$ cat src/iodig_map.svh
// Constants shared by both ends of the backplane I/O link.
// Assumes inclusion by bare name before any module that uses it.
// Notes on behaviour
// - Serial ports decode as code pairs 10-25
// - Even code status/command, odd code data
// - Disc answers 50-55, tape 60-62
// - Pointer access on 77, control field picks
// - Processor skip tests on code 77
// - Interrupt taken on four joint conditions
// - Save PC at 0, jump via 1
// - Acceptance clears global enable until software
// - One shared priority level, no ordering
// - Odd masks, even unmasks interrupts
// - Exactly 1 stops DMA, 0 starts
// - Per-port baud strap, eight rates
// - Sector: 4 header, 256 data words
// - Disc two drives, tape four drives
// - Each module individually addressable by decode
// - Pending interrupt in pointer MSB
// - Request on completion, status change, error
`ifndef IODIG_MAP_SVH
`define IODIG_MAP_SVH
// ==========
// Device codes, octal values written in hex
`define IODIG_DEV_PORT0 6'h08
`define IODIG_DEV_PORT3_ODD 6'h0f
`define IODIG_DEV_PORT4 6'h10
`define IODIG_DEV_PORT6_ODD 6'h15
`define IODIG_DEV_DISC_LO 6'h28
`define IODIG_DEV_DISC_D1 6'h2b
`define IODIG_DEV_DISC_HI 6'h2d
`define IODIG_DEV_TAPE_LO 6'h30
`define IODIG_DEV_TAPE_HI 6'h32
`define IODIG_DEV_CPU 6'h3f
// ==========
// Pointer layout and control field
`define IODIG_PEND_BIT 15
`define IODIG_CTL_MUX 2'h1
`define IODIG_CTL_DISC 2'h2
`define IODIG_CTL_TAPE 2'h3
// ==========
// Sector shape
`define IODIG_SECT_HDR 9'h004
`define IODIG_SECT_LAST 9'h103
// ==========
// Host command register layout and register map
`define IODIG_CMD_DEV 5:0
`define IODIG_CMD_CTL 7:6
`define IODIG_CMD_OP 10:8
`define IODIG_RA_CMD 3'h0
`define IODIG_RA_ACC 3'h1
`define IODIG_RA_STAT 3'h2
`define IODIG_RA_PC 3'h3
`define IODIG_RA_VEC 3'h4
`define IODIG_RA_SAVE 3'h5
`define IODIG_RA_FETCH 3'h6
`define IODIG_MSK_DMA_OFF 16'h0001
`define IODIG_MSK_DMA_ON 16'h0000
`endif

$ cat src/iodig_pkg.sv
// Types shared by both ends of the backplane I/O link.
// Assumes the map header is compiled alongside.
`default_nettype none
package iodig_pkg;
    // ==========
    // Kind of bus cycle on the link
    typedef enum logic [1:0] {
        IODIG_PRD = 2'h0, // Programmed read
        IODIG_PWR = 2'h1, // Programmed write
        IODIG_QRD = 2'h2, // Pointer read
        IODIG_QWR = 2'h3  // Pointer write
    } iodig_kind_t;
    // Host instruction op field
    typedef enum logic [2:0] {
        IODIG_OP_PRD = 3'h0,
        IODIG_OP_PWR = 3'h1,
        IODIG_OP_QRD = 3'h2,
        IODIG_OP_QWR = 3'h3,
        IODIG_OP_SKIP = 3'h4,
        IODIG_OP_MASK = 3'h5,
        IODIG_OP_IEN = 3'h6,
        IODIG_OP_IDS = 3'h7
    } iodig_op_t;
endpackage
`default_nettype wire

$ cat src/iodig_if.sv
// Backplane I/O link between processor end and peripheral board.
// Assumes one shared clock; all but the board's dma_wait are driven from flip-flops.
`default_nettype none
interface iodig_if;
    import iodig_pkg::*;
    logic io_strobe; // One-cycle I/O request
    iodig_kind_t io_kind; // Kind of request
    logic [5:0] io_dev; // Device code
    logic [1:0] io_ctl; // Control field
    logic [15:0] io_wdata; // Write data
    logic [15:0] io_rdata; // Read data, cycle after strobe
    logic io_hit; // Board claimed the request, with rdata
    logic irq_req; // Any module request flag
    logic dma_wait; // Some module waits for DMA
    logic int_ack; // Processor took an interrupt
    logic dma_enable; // DMA allowed to controllers
    modport proc (output io_strobe, io_kind, io_dev, io_ctl, io_wdata,
        int_ack, dma_enable, input io_rdata, io_hit, irq_req, dma_wait);
    modport board (input io_strobe, io_kind, io_dev, io_ctl, io_wdata,
        int_ack, dma_enable, output io_rdata, io_hit, irq_req, dma_wait);
endinterface
`default_nettype wire

$ cat src/iodig_board.sv
// Peripheral board end: device decode, pointers, request flags.
// Assumes the processor end drives the link from its own flops.
//
// Added by the designer: the register offsets and the address-and-strobe port.
`include "iodig_map.svh"
`default_nettype none
module iodig_board
    import iodig_pkg::*;
#(
    parameter int NPORT = 7
) (
    input wire logic clock,
    input wire logic arst_n,
    iodig_if.board bus,
    input wire logic [NPORT*8-1:0] port_status, // Per-port status
    input wire logic [NPORT*8-1:0] port_rx, // Per-port receive data
    input wire logic [NPORT*3-1:0] baud_strap, // Per-port rate strap
    input wire logic [15:0] disc_status,
    input wire logic [15:0] tape_status,
    input wire logic [2:0] mod_done, // Transfer done: mux, disc, tape
    input wire logic [2:0] mod_event, // Status change or error
    input wire logic [2:0] mod_dma_req, // DMA wanted per module
    input wire logic disc_word_stb, // One disc word moved
    output logic [2:0] mod_dma_go,
    output logic port_cmd_wr, // Pulse: load port command
    output logic port_tx_wr, // Pulse: load port transmit data
    output logic [2:0] port_sel_r,
    output logic [7:0] port_wdata_r,
    output logic disc_wr, // Pulse: disc register write
    output logic tape_wr, // Pulse: tape register write
    output logic [1:0] ctl_reg_r, // Register within disc/tape group
    output logic [15:0] ctl_wdata_r,
    output logic disc_drive_r, // Selected disc drive
    output logic [1:0] tape_drive_r, // Selected tape drive
    output logic [NPORT*3-1:0] baud_sel_r, // Caught rate straps
    output logic [8:0] sector_word_r, // Word in sector
    output logic sector_header, // Word lies in header
    output logic [47:0] dma_ptr // Pointers mux, disc, tape
);
    // ==========
    // Decode helpers
    // Serial port index from a device code, 7 when none
    function automatic logic [2:0] port_of(input logic [5:0] dev);
        logic [2:0] idx;
        idx = 3'h7;
        if (dev >= `IODIG_DEV_PORT0 && dev <= `IODIG_DEV_PORT3_ODD) begin
            idx = 3'((dev - `IODIG_DEV_PORT0) >> 1);
        end else if (dev >= `IODIG_DEV_PORT4
                && dev <= `IODIG_DEV_PORT6_ODD) begin
            idx = 3'((dev - `IODIG_DEV_PORT4) >> 1) + 3'h4;
        end
        if (idx >= 3'(NPORT)) begin
            idx = 3'h7;
        end
        return idx;
    endfunction

    // ==========
    // State
    logic [15:0] ptr_r [3]; // Descriptor-block pointers
    logic [2:0] pend_r, pend_nxt; // Pending bits seen by software
    logic [2:0] req_r, req_nxt; // Request flags seen by processor
    logic [15:0] rdata_r, rdata_nxt;
    logic hit_r, hit_nxt;
    logic strap_done_r; // Straps caught once after release
    logic [15:0] ptr_nxt [3];
    logic [2:0] port_sel_nxt;
    logic [7:0] port_wdata_nxt;
    logic [1:0] ctl_reg_nxt;
    logic [15:0] ctl_wdata_nxt;
    logic disc_drive_nxt;
    logic [1:0] tape_drive_nxt;
    logic [8:0] sector_word_nxt;
    logic cmd_wr_nxt, tx_wr_nxt, disc_wr_nxt, tape_wr_nxt;
    logic cmd_wr_r, tx_wr_r, disc_wr_r, tape_wr_r;

    // ==========
    // Next-state logic
    // All modules feed one request line: no priority among them
    always_comb begin
        logic [2:0] pidx;
        logic [1:0] qsel;
        logic is_disc, is_tape;
        pidx = port_of(bus.io_dev);
        qsel = 2'h0;
        is_disc = bus.io_dev >= `IODIG_DEV_DISC_LO
            && bus.io_dev <= `IODIG_DEV_DISC_HI;
        is_tape = bus.io_dev >= `IODIG_DEV_TAPE_LO
            && bus.io_dev <= `IODIG_DEV_TAPE_HI;
        pend_nxt = pend_r;
        req_nxt = req_r;
        rdata_nxt = 16'h0000;
        hit_nxt = 1'b0;
        ptr_nxt = ptr_r;
        port_sel_nxt = port_sel_r;
        port_wdata_nxt = port_wdata_r;
        ctl_reg_nxt = ctl_reg_r;
        ctl_wdata_nxt = ctl_wdata_r;
        disc_drive_nxt = disc_drive_r;
        tape_drive_nxt = tape_drive_r;
        cmd_wr_nxt = 1'b0;
        tx_wr_nxt = 1'b0;
        disc_wr_nxt = 1'b0;
        tape_wr_nxt = 1'b0;
        // Acknowledge drops the processor-side flags
        if (bus.int_ack) begin
            req_nxt = 3'h0;
        end
        if (bus.io_strobe) begin
            case (bus.io_kind)
                IODIG_PRD: begin
                    if (pidx != 3'h7) begin
                        hit_nxt = 1'b1;
                        rdata_nxt = bus.io_dev[0]
                            ? {8'h00, port_rx[pidx*8 +: 8]}
                            : {8'h00, port_status[pidx*8 +: 8]};
                    end else if (is_disc) begin
                        hit_nxt = 1'b1;
                        rdata_nxt = disc_status;
                    end else if (is_tape) begin
                        hit_nxt = 1'b1;
                        rdata_nxt = tape_status;
                    end
                end
                IODIG_PWR: begin
                    if (pidx != 3'h7) begin
                        hit_nxt = 1'b1;
                        port_sel_nxt = pidx;
                        port_wdata_nxt = bus.io_wdata[7:0];
                        cmd_wr_nxt = !bus.io_dev[0];
                        tx_wr_nxt = bus.io_dev[0];
                    end else if (is_disc) begin
                        hit_nxt = 1'b1;
                        disc_wr_nxt = 1'b1;
                        ctl_wdata_nxt = bus.io_wdata;
                        // Upper three codes reach the second drive
                        disc_drive_nxt =
                            bus.io_dev >= `IODIG_DEV_DISC_D1;
                        ctl_reg_nxt = disc_drive_nxt
                            ? 2'(bus.io_dev - `IODIG_DEV_DISC_D1)
                            : 2'(bus.io_dev - `IODIG_DEV_DISC_LO);
                    end else if (is_tape) begin
                        hit_nxt = 1'b1;
                        tape_wr_nxt = 1'b1;
                        ctl_wdata_nxt = bus.io_wdata;
                        ctl_reg_nxt = 2'(bus.io_dev - `IODIG_DEV_TAPE_LO);
                        if (bus.io_dev == `IODIG_DEV_TAPE_HI) begin
                            tape_drive_nxt = bus.io_wdata[1:0];
                        end
                    end
                end
                default: begin
                    // Pointer traffic only on the processor code
                    if (bus.io_dev == `IODIG_DEV_CPU
                            && bus.io_ctl != 2'h0) begin
                        qsel = bus.io_ctl - 2'h1;
                        hit_nxt = 1'b1;
                        if (bus.io_kind == IODIG_QRD) begin
                            rdata_nxt = {pend_r[qsel],
                                ptr_r[qsel][14:0]};
                        end else begin
                            ptr_nxt[qsel] = {1'b0, bus.io_wdata[14:0]};
                            // Software drops pending by writing MSB 0
                            if (!bus.io_wdata[`IODIG_PEND_BIT]) begin
                                pend_nxt[qsel] = 1'b0;
                            end
                        end
                    end
                end
            endcase
        end
        // A new event beats any clear in the same cycle
        pend_nxt = pend_nxt | mod_done | mod_event;
        req_nxt = req_nxt | mod_done | mod_event;
        sector_word_nxt = sector_word_r;
        if (disc_word_stb) begin
            sector_word_nxt = (sector_word_r == `IODIG_SECT_LAST)
                ? 9'h000 : sector_word_r + 9'h001;
        end
    end

    // ==========
    // Registers
    always_ff @(posedge clock or negedge arst_n) begin
        if (!arst_n) begin
            ptr_r <= '{default: 16'h0000};
            pend_r <= 3'h0;
            req_r <= 3'h0;
            rdata_r <= 16'h0000;
            hit_r <= 1'b0;
            port_sel_r <= 3'h0;
            port_wdata_r <= 8'h00;
            ctl_reg_r <= 2'h0;
            ctl_wdata_r <= 16'h0000;
            disc_drive_r <= 1'b0;
            tape_drive_r <= 2'h0;
            sector_word_r <= 9'h000;
            cmd_wr_r <= 1'b0;
            tx_wr_r <= 1'b0;
            disc_wr_r <= 1'b0;
            tape_wr_r <= 1'b0;
            strap_done_r <= 1'b0;
            baud_sel_r <= '0;
        end else begin
            ptr_r <= ptr_nxt;
            pend_r <= pend_nxt;
            req_r <= req_nxt;
            rdata_r <= rdata_nxt;
            hit_r <= hit_nxt;
            port_sel_r <= port_sel_nxt;
            port_wdata_r <= port_wdata_nxt;
            ctl_reg_r <= ctl_reg_nxt;
            ctl_wdata_r <= ctl_wdata_nxt;
            disc_drive_r <= disc_drive_nxt;
            tape_drive_r <= tape_drive_nxt;
            sector_word_r <= sector_word_nxt;
            cmd_wr_r <= cmd_wr_nxt;
            tx_wr_r <= tx_wr_nxt;
            disc_wr_r <= disc_wr_nxt;
            tape_wr_r <= tape_wr_nxt;
            // Straps caught on the first edge after release only
            strap_done_r <= 1'b1;
            if (!strap_done_r) begin
                baud_sel_r <= baud_strap;
            end
        end
    end

    // ==========
    // Outputs
    assign bus.io_rdata = rdata_r;
    assign bus.io_hit = hit_r;
    assign bus.irq_req = |req_r;
    assign mod_dma_go = mod_dma_req & {3{bus.dma_enable}};
    assign bus.dma_wait = |mod_dma_go;
    assign port_cmd_wr = cmd_wr_r;
    assign port_tx_wr = tx_wr_r;
    assign disc_wr = disc_wr_r;
    assign tape_wr = tape_wr_r;
    assign sector_header = sector_word_r < `IODIG_SECT_HDR;
    assign dma_ptr = {ptr_r[2], ptr_r[1], ptr_r[0]};
endmodule
`default_nettype wire

$ cat src/flat_wrapper.sv
// flat-port wrapper written by rule: the top's interface ports become plain ports
module iodig_board_flat import iodig_pkg::*;
#(
    parameter int NPORT = 7
)
  (clock, arst_n, port_status, port_rx, baud_strap, disc_status, tape_status, mod_done, mod_event, mod_dma_req, disc_word_stb, mod_dma_go, port_cmd_wr, port_tx_wr, port_sel_r, port_wdata_r, disc_wr, tape_wr, ctl_reg_r, ctl_wdata_r, disc_drive_r, tape_drive_r, baud_sel_r, sector_word_r, sector_header, dma_ptr, bus_io_strobe, bus_io_kind, bus_io_dev, bus_io_ctl, bus_io_wdata, bus_int_ack, bus_dma_enable, bus_io_rdata, bus_io_hit, bus_irq_req, bus_dma_wait);
  iodig_if bus_i ();
  input wire logic clock;
  input wire logic arst_n;
  input wire logic [NPORT*8-1:0] port_status;
  input wire logic [NPORT*8-1:0] port_rx;
  input wire logic [NPORT*3-1:0] baud_strap;
  input wire logic [15:0] disc_status;
  input wire logic [15:0] tape_status;
  input wire logic [2:0] mod_done;
  input wire logic [2:0] mod_event;
  input wire logic [2:0] mod_dma_req;
  input wire logic disc_word_stb;
  output logic [2:0] mod_dma_go;
  output logic port_cmd_wr;
  output logic port_tx_wr;
  output logic [2:0] port_sel_r;
  output logic [7:0] port_wdata_r;
  output logic disc_wr;
  output logic tape_wr;
  output logic [1:0] ctl_reg_r;
  output logic [15:0] ctl_wdata_r;
  output logic disc_drive_r;
  output logic [1:0] tape_drive_r;
  output logic [NPORT*3-1:0] baud_sel_r;
  output logic [8:0] sector_word_r;
  output logic sector_header;
  output logic [47:0] dma_ptr;
  input wire logic [$bits(bus_i.io_strobe)-1:0] bus_io_strobe;
  input wire logic [$bits(bus_i.io_kind)-1:0] bus_io_kind;
  input wire logic [$bits(bus_i.io_dev)-1:0] bus_io_dev;
  input wire logic [$bits(bus_i.io_ctl)-1:0] bus_io_ctl;
  input wire logic [$bits(bus_i.io_wdata)-1:0] bus_io_wdata;
  input wire logic [$bits(bus_i.int_ack)-1:0] bus_int_ack;
  input wire logic [$bits(bus_i.dma_enable)-1:0] bus_dma_enable;
  output wire logic [$bits(bus_i.io_rdata)-1:0] bus_io_rdata;
  output wire logic [$bits(bus_i.io_hit)-1:0] bus_io_hit;
  output wire logic [$bits(bus_i.irq_req)-1:0] bus_irq_req;
  output wire logic [$bits(bus_i.dma_wait)-1:0] bus_dma_wait;
  assign bus_i.io_strobe = bus_io_strobe;
  assign bus_i.io_kind = bus_io_kind;
  assign bus_i.io_dev = bus_io_dev;
  assign bus_i.io_ctl = bus_io_ctl;
  assign bus_i.io_wdata = bus_io_wdata;
  assign bus_i.int_ack = bus_int_ack;
  assign bus_i.dma_enable = bus_dma_enable;
  assign bus_io_rdata = bus_i.io_rdata;
  assign bus_io_hit = bus_i.io_hit;
  assign bus_irq_req = bus_i.irq_req;
  assign bus_dma_wait = bus_i.dma_wait;
  iodig_board #(.NPORT(NPORT)) u_core (.clock(clock), .arst_n(arst_n), .bus(bus_i), .port_status(port_status), .port_rx(port_rx), .baud_strap(baud_strap), .disc_status(disc_status), .tape_status(tape_status), .mod_done(mod_done), .mod_event(mod_event), .mod_dma_req(mod_dma_req), .disc_word_stb(disc_word_stb), .mod_dma_go(mod_dma_go), .port_cmd_wr(port_cmd_wr), .port_tx_wr(port_tx_wr), .port_sel_r(port_sel_r), .port_wdata_r(port_wdata_r), .disc_wr(disc_wr), .tape_wr(tape_wr), .ctl_reg_r(ctl_reg_r), .ctl_wdata_r(ctl_wdata_r), .disc_drive_r(disc_drive_r), .tape_drive_r(tape_drive_r), .baud_sel_r(baud_sel_r), .sector_word_r(sector_word_r), .sector_header(sector_header), .dma_ptr(dma_ptr));
endmodule
$ cat config.mk
export PLATFORM = sky130hd
export DESIGN_NAME = iodig_board_flat
export DESIGN_NICKNAME = d
export VERILOG_FILES = /design/src/iodig_pkg.sv /design/src/iodig_if.sv /design/src/iodig_board.sv /design/src/flat_wrapper.sv
export VERILOG_INCLUDE_DIRS = /design/src
export SDC_FILE = /design/constraint.sdc
export NUM_CORES = 1
export LEC_CHECK = 0
export ABC_AREA = 1
export BUFFER_PORTS_ARGS = -buffer_cell sky130_fd_sc_hd__buf_2
export CAP_MARGIN = 30
export CORE_AREA = 2 2 134 136
export CTS_BUF_LIST = sky130_fd_sc_hd__clkbuf_4 sky130_fd_sc_hd__clkbuf_8 sky130_fd_sc_hd__clkbuf_16
export CTS_CLUSTER_SIZE = 14
export DETAILED_ROUTE_END_ITERATION = 8
export DIE_AREA = 0 0 136 138
export PLACE_DENSITY = 0.72
export SLEW_MARGIN = 10
export SYNTH_ARGS = -nofsm -noshare
export SYNTH_HDL_FRONTEND = slang
export SYNTH_SLANG_ARGS = --single-unit
$ cat constraint.sdc
create_clock -name clock -period 2.6 [get_ports clock]
set_input_delay 0.52 -clock clock [delete_from_list [all_inputs] [get_ports clock]]
set_output_delay 0.52 -clock clock [all_outputs]
set_load 0.01 [all_outputs]
==> results.json <==
{
  "run_status": "completed",
  "report.final.slew_viol_count": 0,
  "hold_viol": 0,
  "die_area_mm2": 0.01877,
  "synth_enable_flop_cells": 0,
  "drc": 0,
  "netlist_instances": 914,
  "io_buffer_count": 339,
  "ir_drop_uv": 397.4,
  "timing.setup.critical_path_class": "input port to flop",
  "reg2regPathDepth": 7,
  "synth-compound-area-share_pct": 12.63,
  "critPathArrivalTime_ns": 2.41,
  "postSynthAreaPerCell_um2": 7.997,
  "initialDrtViolationCount": 611,
  "cts-buffers-inserted": 17,
  "static_leakage_nw": 5.290,
  "finalSetupTns_ns": 0,
  "worst-slew-pin-transition_ns": 0.8457,
  "post_synth_xor_area_fraction_pct": 0.4793,
  "tritoncts": "built",
  "max_cap_viol_count": 0,
  "power.density_mw_per_mm2": 637.0,
  "yosys-top-cells-area": "sky130_fd_sc_hd__dfrtp_1 (46%), sky130_fd_sc_hd__nand2_1 (11%), sky130_fd_sc_hd__o21ai_0 (7.3%), sky130_fd_sc_hd__nand3_1 (5.1%), sky130_fd_sc_hd__nor2_1 (4.6%)",
  "final_min_period_over_clock_period_pct": 81.39,
  "synth_top_family_by_area": "simple AND/OR/NAND/NOR gates",
  "setup.worst_path.start_class": "input port",
  "grt.total_usage_pct": 25.62,
  "whs_ns": 0.05553,
  "worst_clock_skew_ns": 0.01056,
  "hold_class": "input port to asynchronous set/reset pin",
  "die-height_um": 138,
  "critical_path_required_ns": 2.89,
  "postCtsHoldBufs": 0,
  "antenna_cells": 0,
  "vias": 7491,
  "synth.lib_cells_used.distinct": 40,
  "drt-wirelength-per-cell_um": 16.50,
  "synth_mux_area_share_pct": 6.676,
  "ios": 343,
  "setup_viol_count_final": 0,
  "post-route-min-period_ns": 2.116,
  "synthArstFlopShare_pct": 100.0,
  "slew_headroom_pct": 43.62,
  "cts.sink_count": 135,
  "clockRootBuffer": "sky130_fd_sc_hd__clkbuf_16",
  "netlist.top_cell.by_area": "sky130_fd_sc_hd__dfrtp_1",
  "die_width_um": 136,
  "globalRoute.totalOverflow": 0,
  "post_cts_resize_count": 0,
  "drtAntennaViolNets": 0,
  "unrepaired_setup_endpoints_after_global_routing": "false",
  "postSynth.topFlopCell": "sky130_fd_sc_hd__dfrtp_1",
  "final_layout_size_suffix_gt1_share_pct": 36.44,
  "floorplan.initialDensity_pct": 41.69,
  "via_cell_ratio": 5.041,
  "finalWeightedCongestion": 0.9147,
  "yosysTopAreaCellShare_pct": 46.22,
  "design.final.nets": 1459,
  "mostFrequentLayoutCells": "sky130_fd_sc_hd__buf_2 (338), sky130_fd_sc_hd__nand2_1 (216), sky130_fd_sc_hd__dfrtp_1 (135)",
  "core_area_mm2": 0.01753,
  "finalWirelength_mm": 24.52,
  "antenna_found_initial": 1,
  "cts_buffer_depth": 2,
  "final_core_util_pct": 56.15,
  "ys_seq_elements": 135,
  "end_kind": "flop",
  "synth-warning-count": 0,
  "drt_pre_antenna_iters": 5,
  "grt_max_degree": 63,
  "area_delta_synth_final_pct": 34.70,
  "max_freq_mhz": 472.6,
  "place_hpwl_mm": 18.86,
  "grt_first_pass_wirelength_mm": 37.38,
  "critPathMaxFanout": 33,
  "synth_simple_gate_area_share_pct": 25.78,
  "yosys.area_share.adder_pct": 1.541,
  "layout_commonest_cell": "sky130_fd_sc_hd__buf_2",
  "clkLatencyLatePin_ns": 0.42,
  "row_count": 49,
  "netlist_area_mm2": 0.007310,
  "worst_setup_hold_path_clk_slew_ns": 0.07,
  "fillers": 1658,
  "vias_in_the_first_global_route": 6976,
  "clock_tree.htree_level_count": 4,
  "seq_area_frac_synth_pct": 46.22,
  "post-cts-setup-buffer-count": 0
}
## sequential cells by signal, indices dropped and copies added, names as in the netlist, 2 cells and up
| register | flops |
|---|---|
| u_core.req_r | 3 |
| u_core.ctl_reg_r | 2 |
| u_core.baud_sel_r | 21 |
| u_core.tape_drive_r | 2 |
| u_core.port_wdata_r | 8 |
| u_core.sector_word_r | 9 |
| u_core.ctl_wdata_r | 16 |
| u_core.pend_r | 3 |
| u_core.bus.io_rdata | 16 |
| u_core.port_sel_r | 3 |
| u_core.dma_ptr | 45 |
## through the flow
step | area (um^2) | setup slack (ns) | power, mW | instances
after floorplan | 7317 | 0.3597 | 3.160 | 916
after global placement | 9220 | 0.2384 | 3.762 | 1454
final | 9846 | 0.4840 | 6.272 | 1486
after detailed placement | 9220 | 0.1314 | 3.781 | 1454
after global routing | 9846 | 0.3603 | 6.573 | 1486
after CTS | 9846 | 0.5314 | 6.327 | 1486
## per-layer routing
metal	GRT usage, %	routed length (um)	vias to the layer above
met5	0	13	-
met4	7.346	472	2
met3	5.281	1730	39
met2	42.45	11810	293
met1	33.92	10500	3492
li1	-	-	3665
## area by class of cell
cell class | instances | area [um^2] | share of cell area [%]
Sequential cell | 135 | 3378 | 34.31
Timing Repair Buffer | 361 | 1881 | 19.10
Multi-Input combinational cell | 672 | 3458 | 35.13
Tap cell | 229 | 286.5 | 2.910
Clock buffer | 17 | 425.4 | 4.321
Inverter | 57 | 216.5 | 2.199
Clock inverter | 15 | 200.2 | 2.033
## power breakdown
| group | leakage (nW) | switching, mW | internal, mW |
|---|---|---|---|
| registers | 1.74 | 0.166 | 2.33 |
| logic | 3.25 | 0.722 | 0.532 |
| clock network | 0.304 | 1.05 | 1.47 |
| total | 5.29 | 1.94 | 4.34 |
## worst paths after layout
path	slack (ns)	to	from
max	0.48	u_core.bus.io_rdata[5]	bus_io_dev[1]
min	0.06	u_core.baud_sel_r[14]	arst_n
max reg2reg	0.95	u_core.sector_word_r[8]	u_core.sector_word_r[0]
min reg2reg	0.48	u_core.port_wdata_r[2]	u_core.port_wdata_r[2]
max in group asynchronous	1.79	u_core.dma_ptr[26]	arst_n
min in group clock	0.31	u_core.pend_r[0]	mod_event[0]
## kinds of logic after synthesis
logic type,after synthesis
other,2
AND/OR/NAND/NOR,432
flip-flops,135
XOR/XNOR,4
AO/OA/AOI/OAI,177
multiplexers,46
adder cells (fa/ha/maj),9
buffers and inverters,109
## critical path, cell delays in order
cell and delay, ns:
sky130_fd_sc_hd__buf_2 0.12, sky130_fd_sc_hd__inv_1 0.20, sky130_fd_sc_hd__ha_1 0.22, sky130_fd_sc_hd__inv_1 0.04, sky130_fd_sc_hd__nand3_1 0.11, sky130_fd_sc_hd__nand3_2 0.18, sky130_fd_sc_hd__nand2_2 0.48, sky130_fd_sc_hd__nand2_1 0.11
sky130_fd_sc_hd__nand3_1 0.10, sky130_fd_sc_hd__nand3_1 0.12, sky130_fd_sc_hd__nand3_1 0.11, sky130_fd_sc_hd__a21oi_1 0.08
## Yosys cell counts (3+ instances only)
cell / count
sky130_fd_sc_hd__a21oi_1: 31
sky130_fd_sc_hd__a21oi_2: 4
sky130_fd_sc_hd__buf_2: 15
sky130_fd_sc_hd__buf_4: 10
sky130_fd_sc_hd__clkbuf_1: 23
sky130_fd_sc_hd__dfrtp_1: 135
sky130_fd_sc_hd__ha_1: 9
sky130_fd_sc_hd__inv_1: 51
sky130_fd_sc_hd__inv_2: 3
sky130_fd_sc_hd__mux2_2: 22
sky130_fd_sc_hd__mux2i_1: 24
sky130_fd_sc_hd__nand2_1: 216
sky130_fd_sc_hd__nand2_2: 9
sky130_fd_sc_hd__nand3_1: 75
sky130_fd_sc_hd__nor2_1: 90
sky130_fd_sc_hd__nor3_1: 6
sky130_fd_sc_hd__o21ai_0: 106
sky130_fd_sc_hd__o21ai_1: 19
sky130_fd_sc_hd__o22ai_1: 16
sky130_fd_sc_hd__or2_1: 6
sky130_fd_sc_hd__or2_2: 18
sky130_fd_sc_hd__xor2_1: 4
Power figures use the tool's default switching activity.
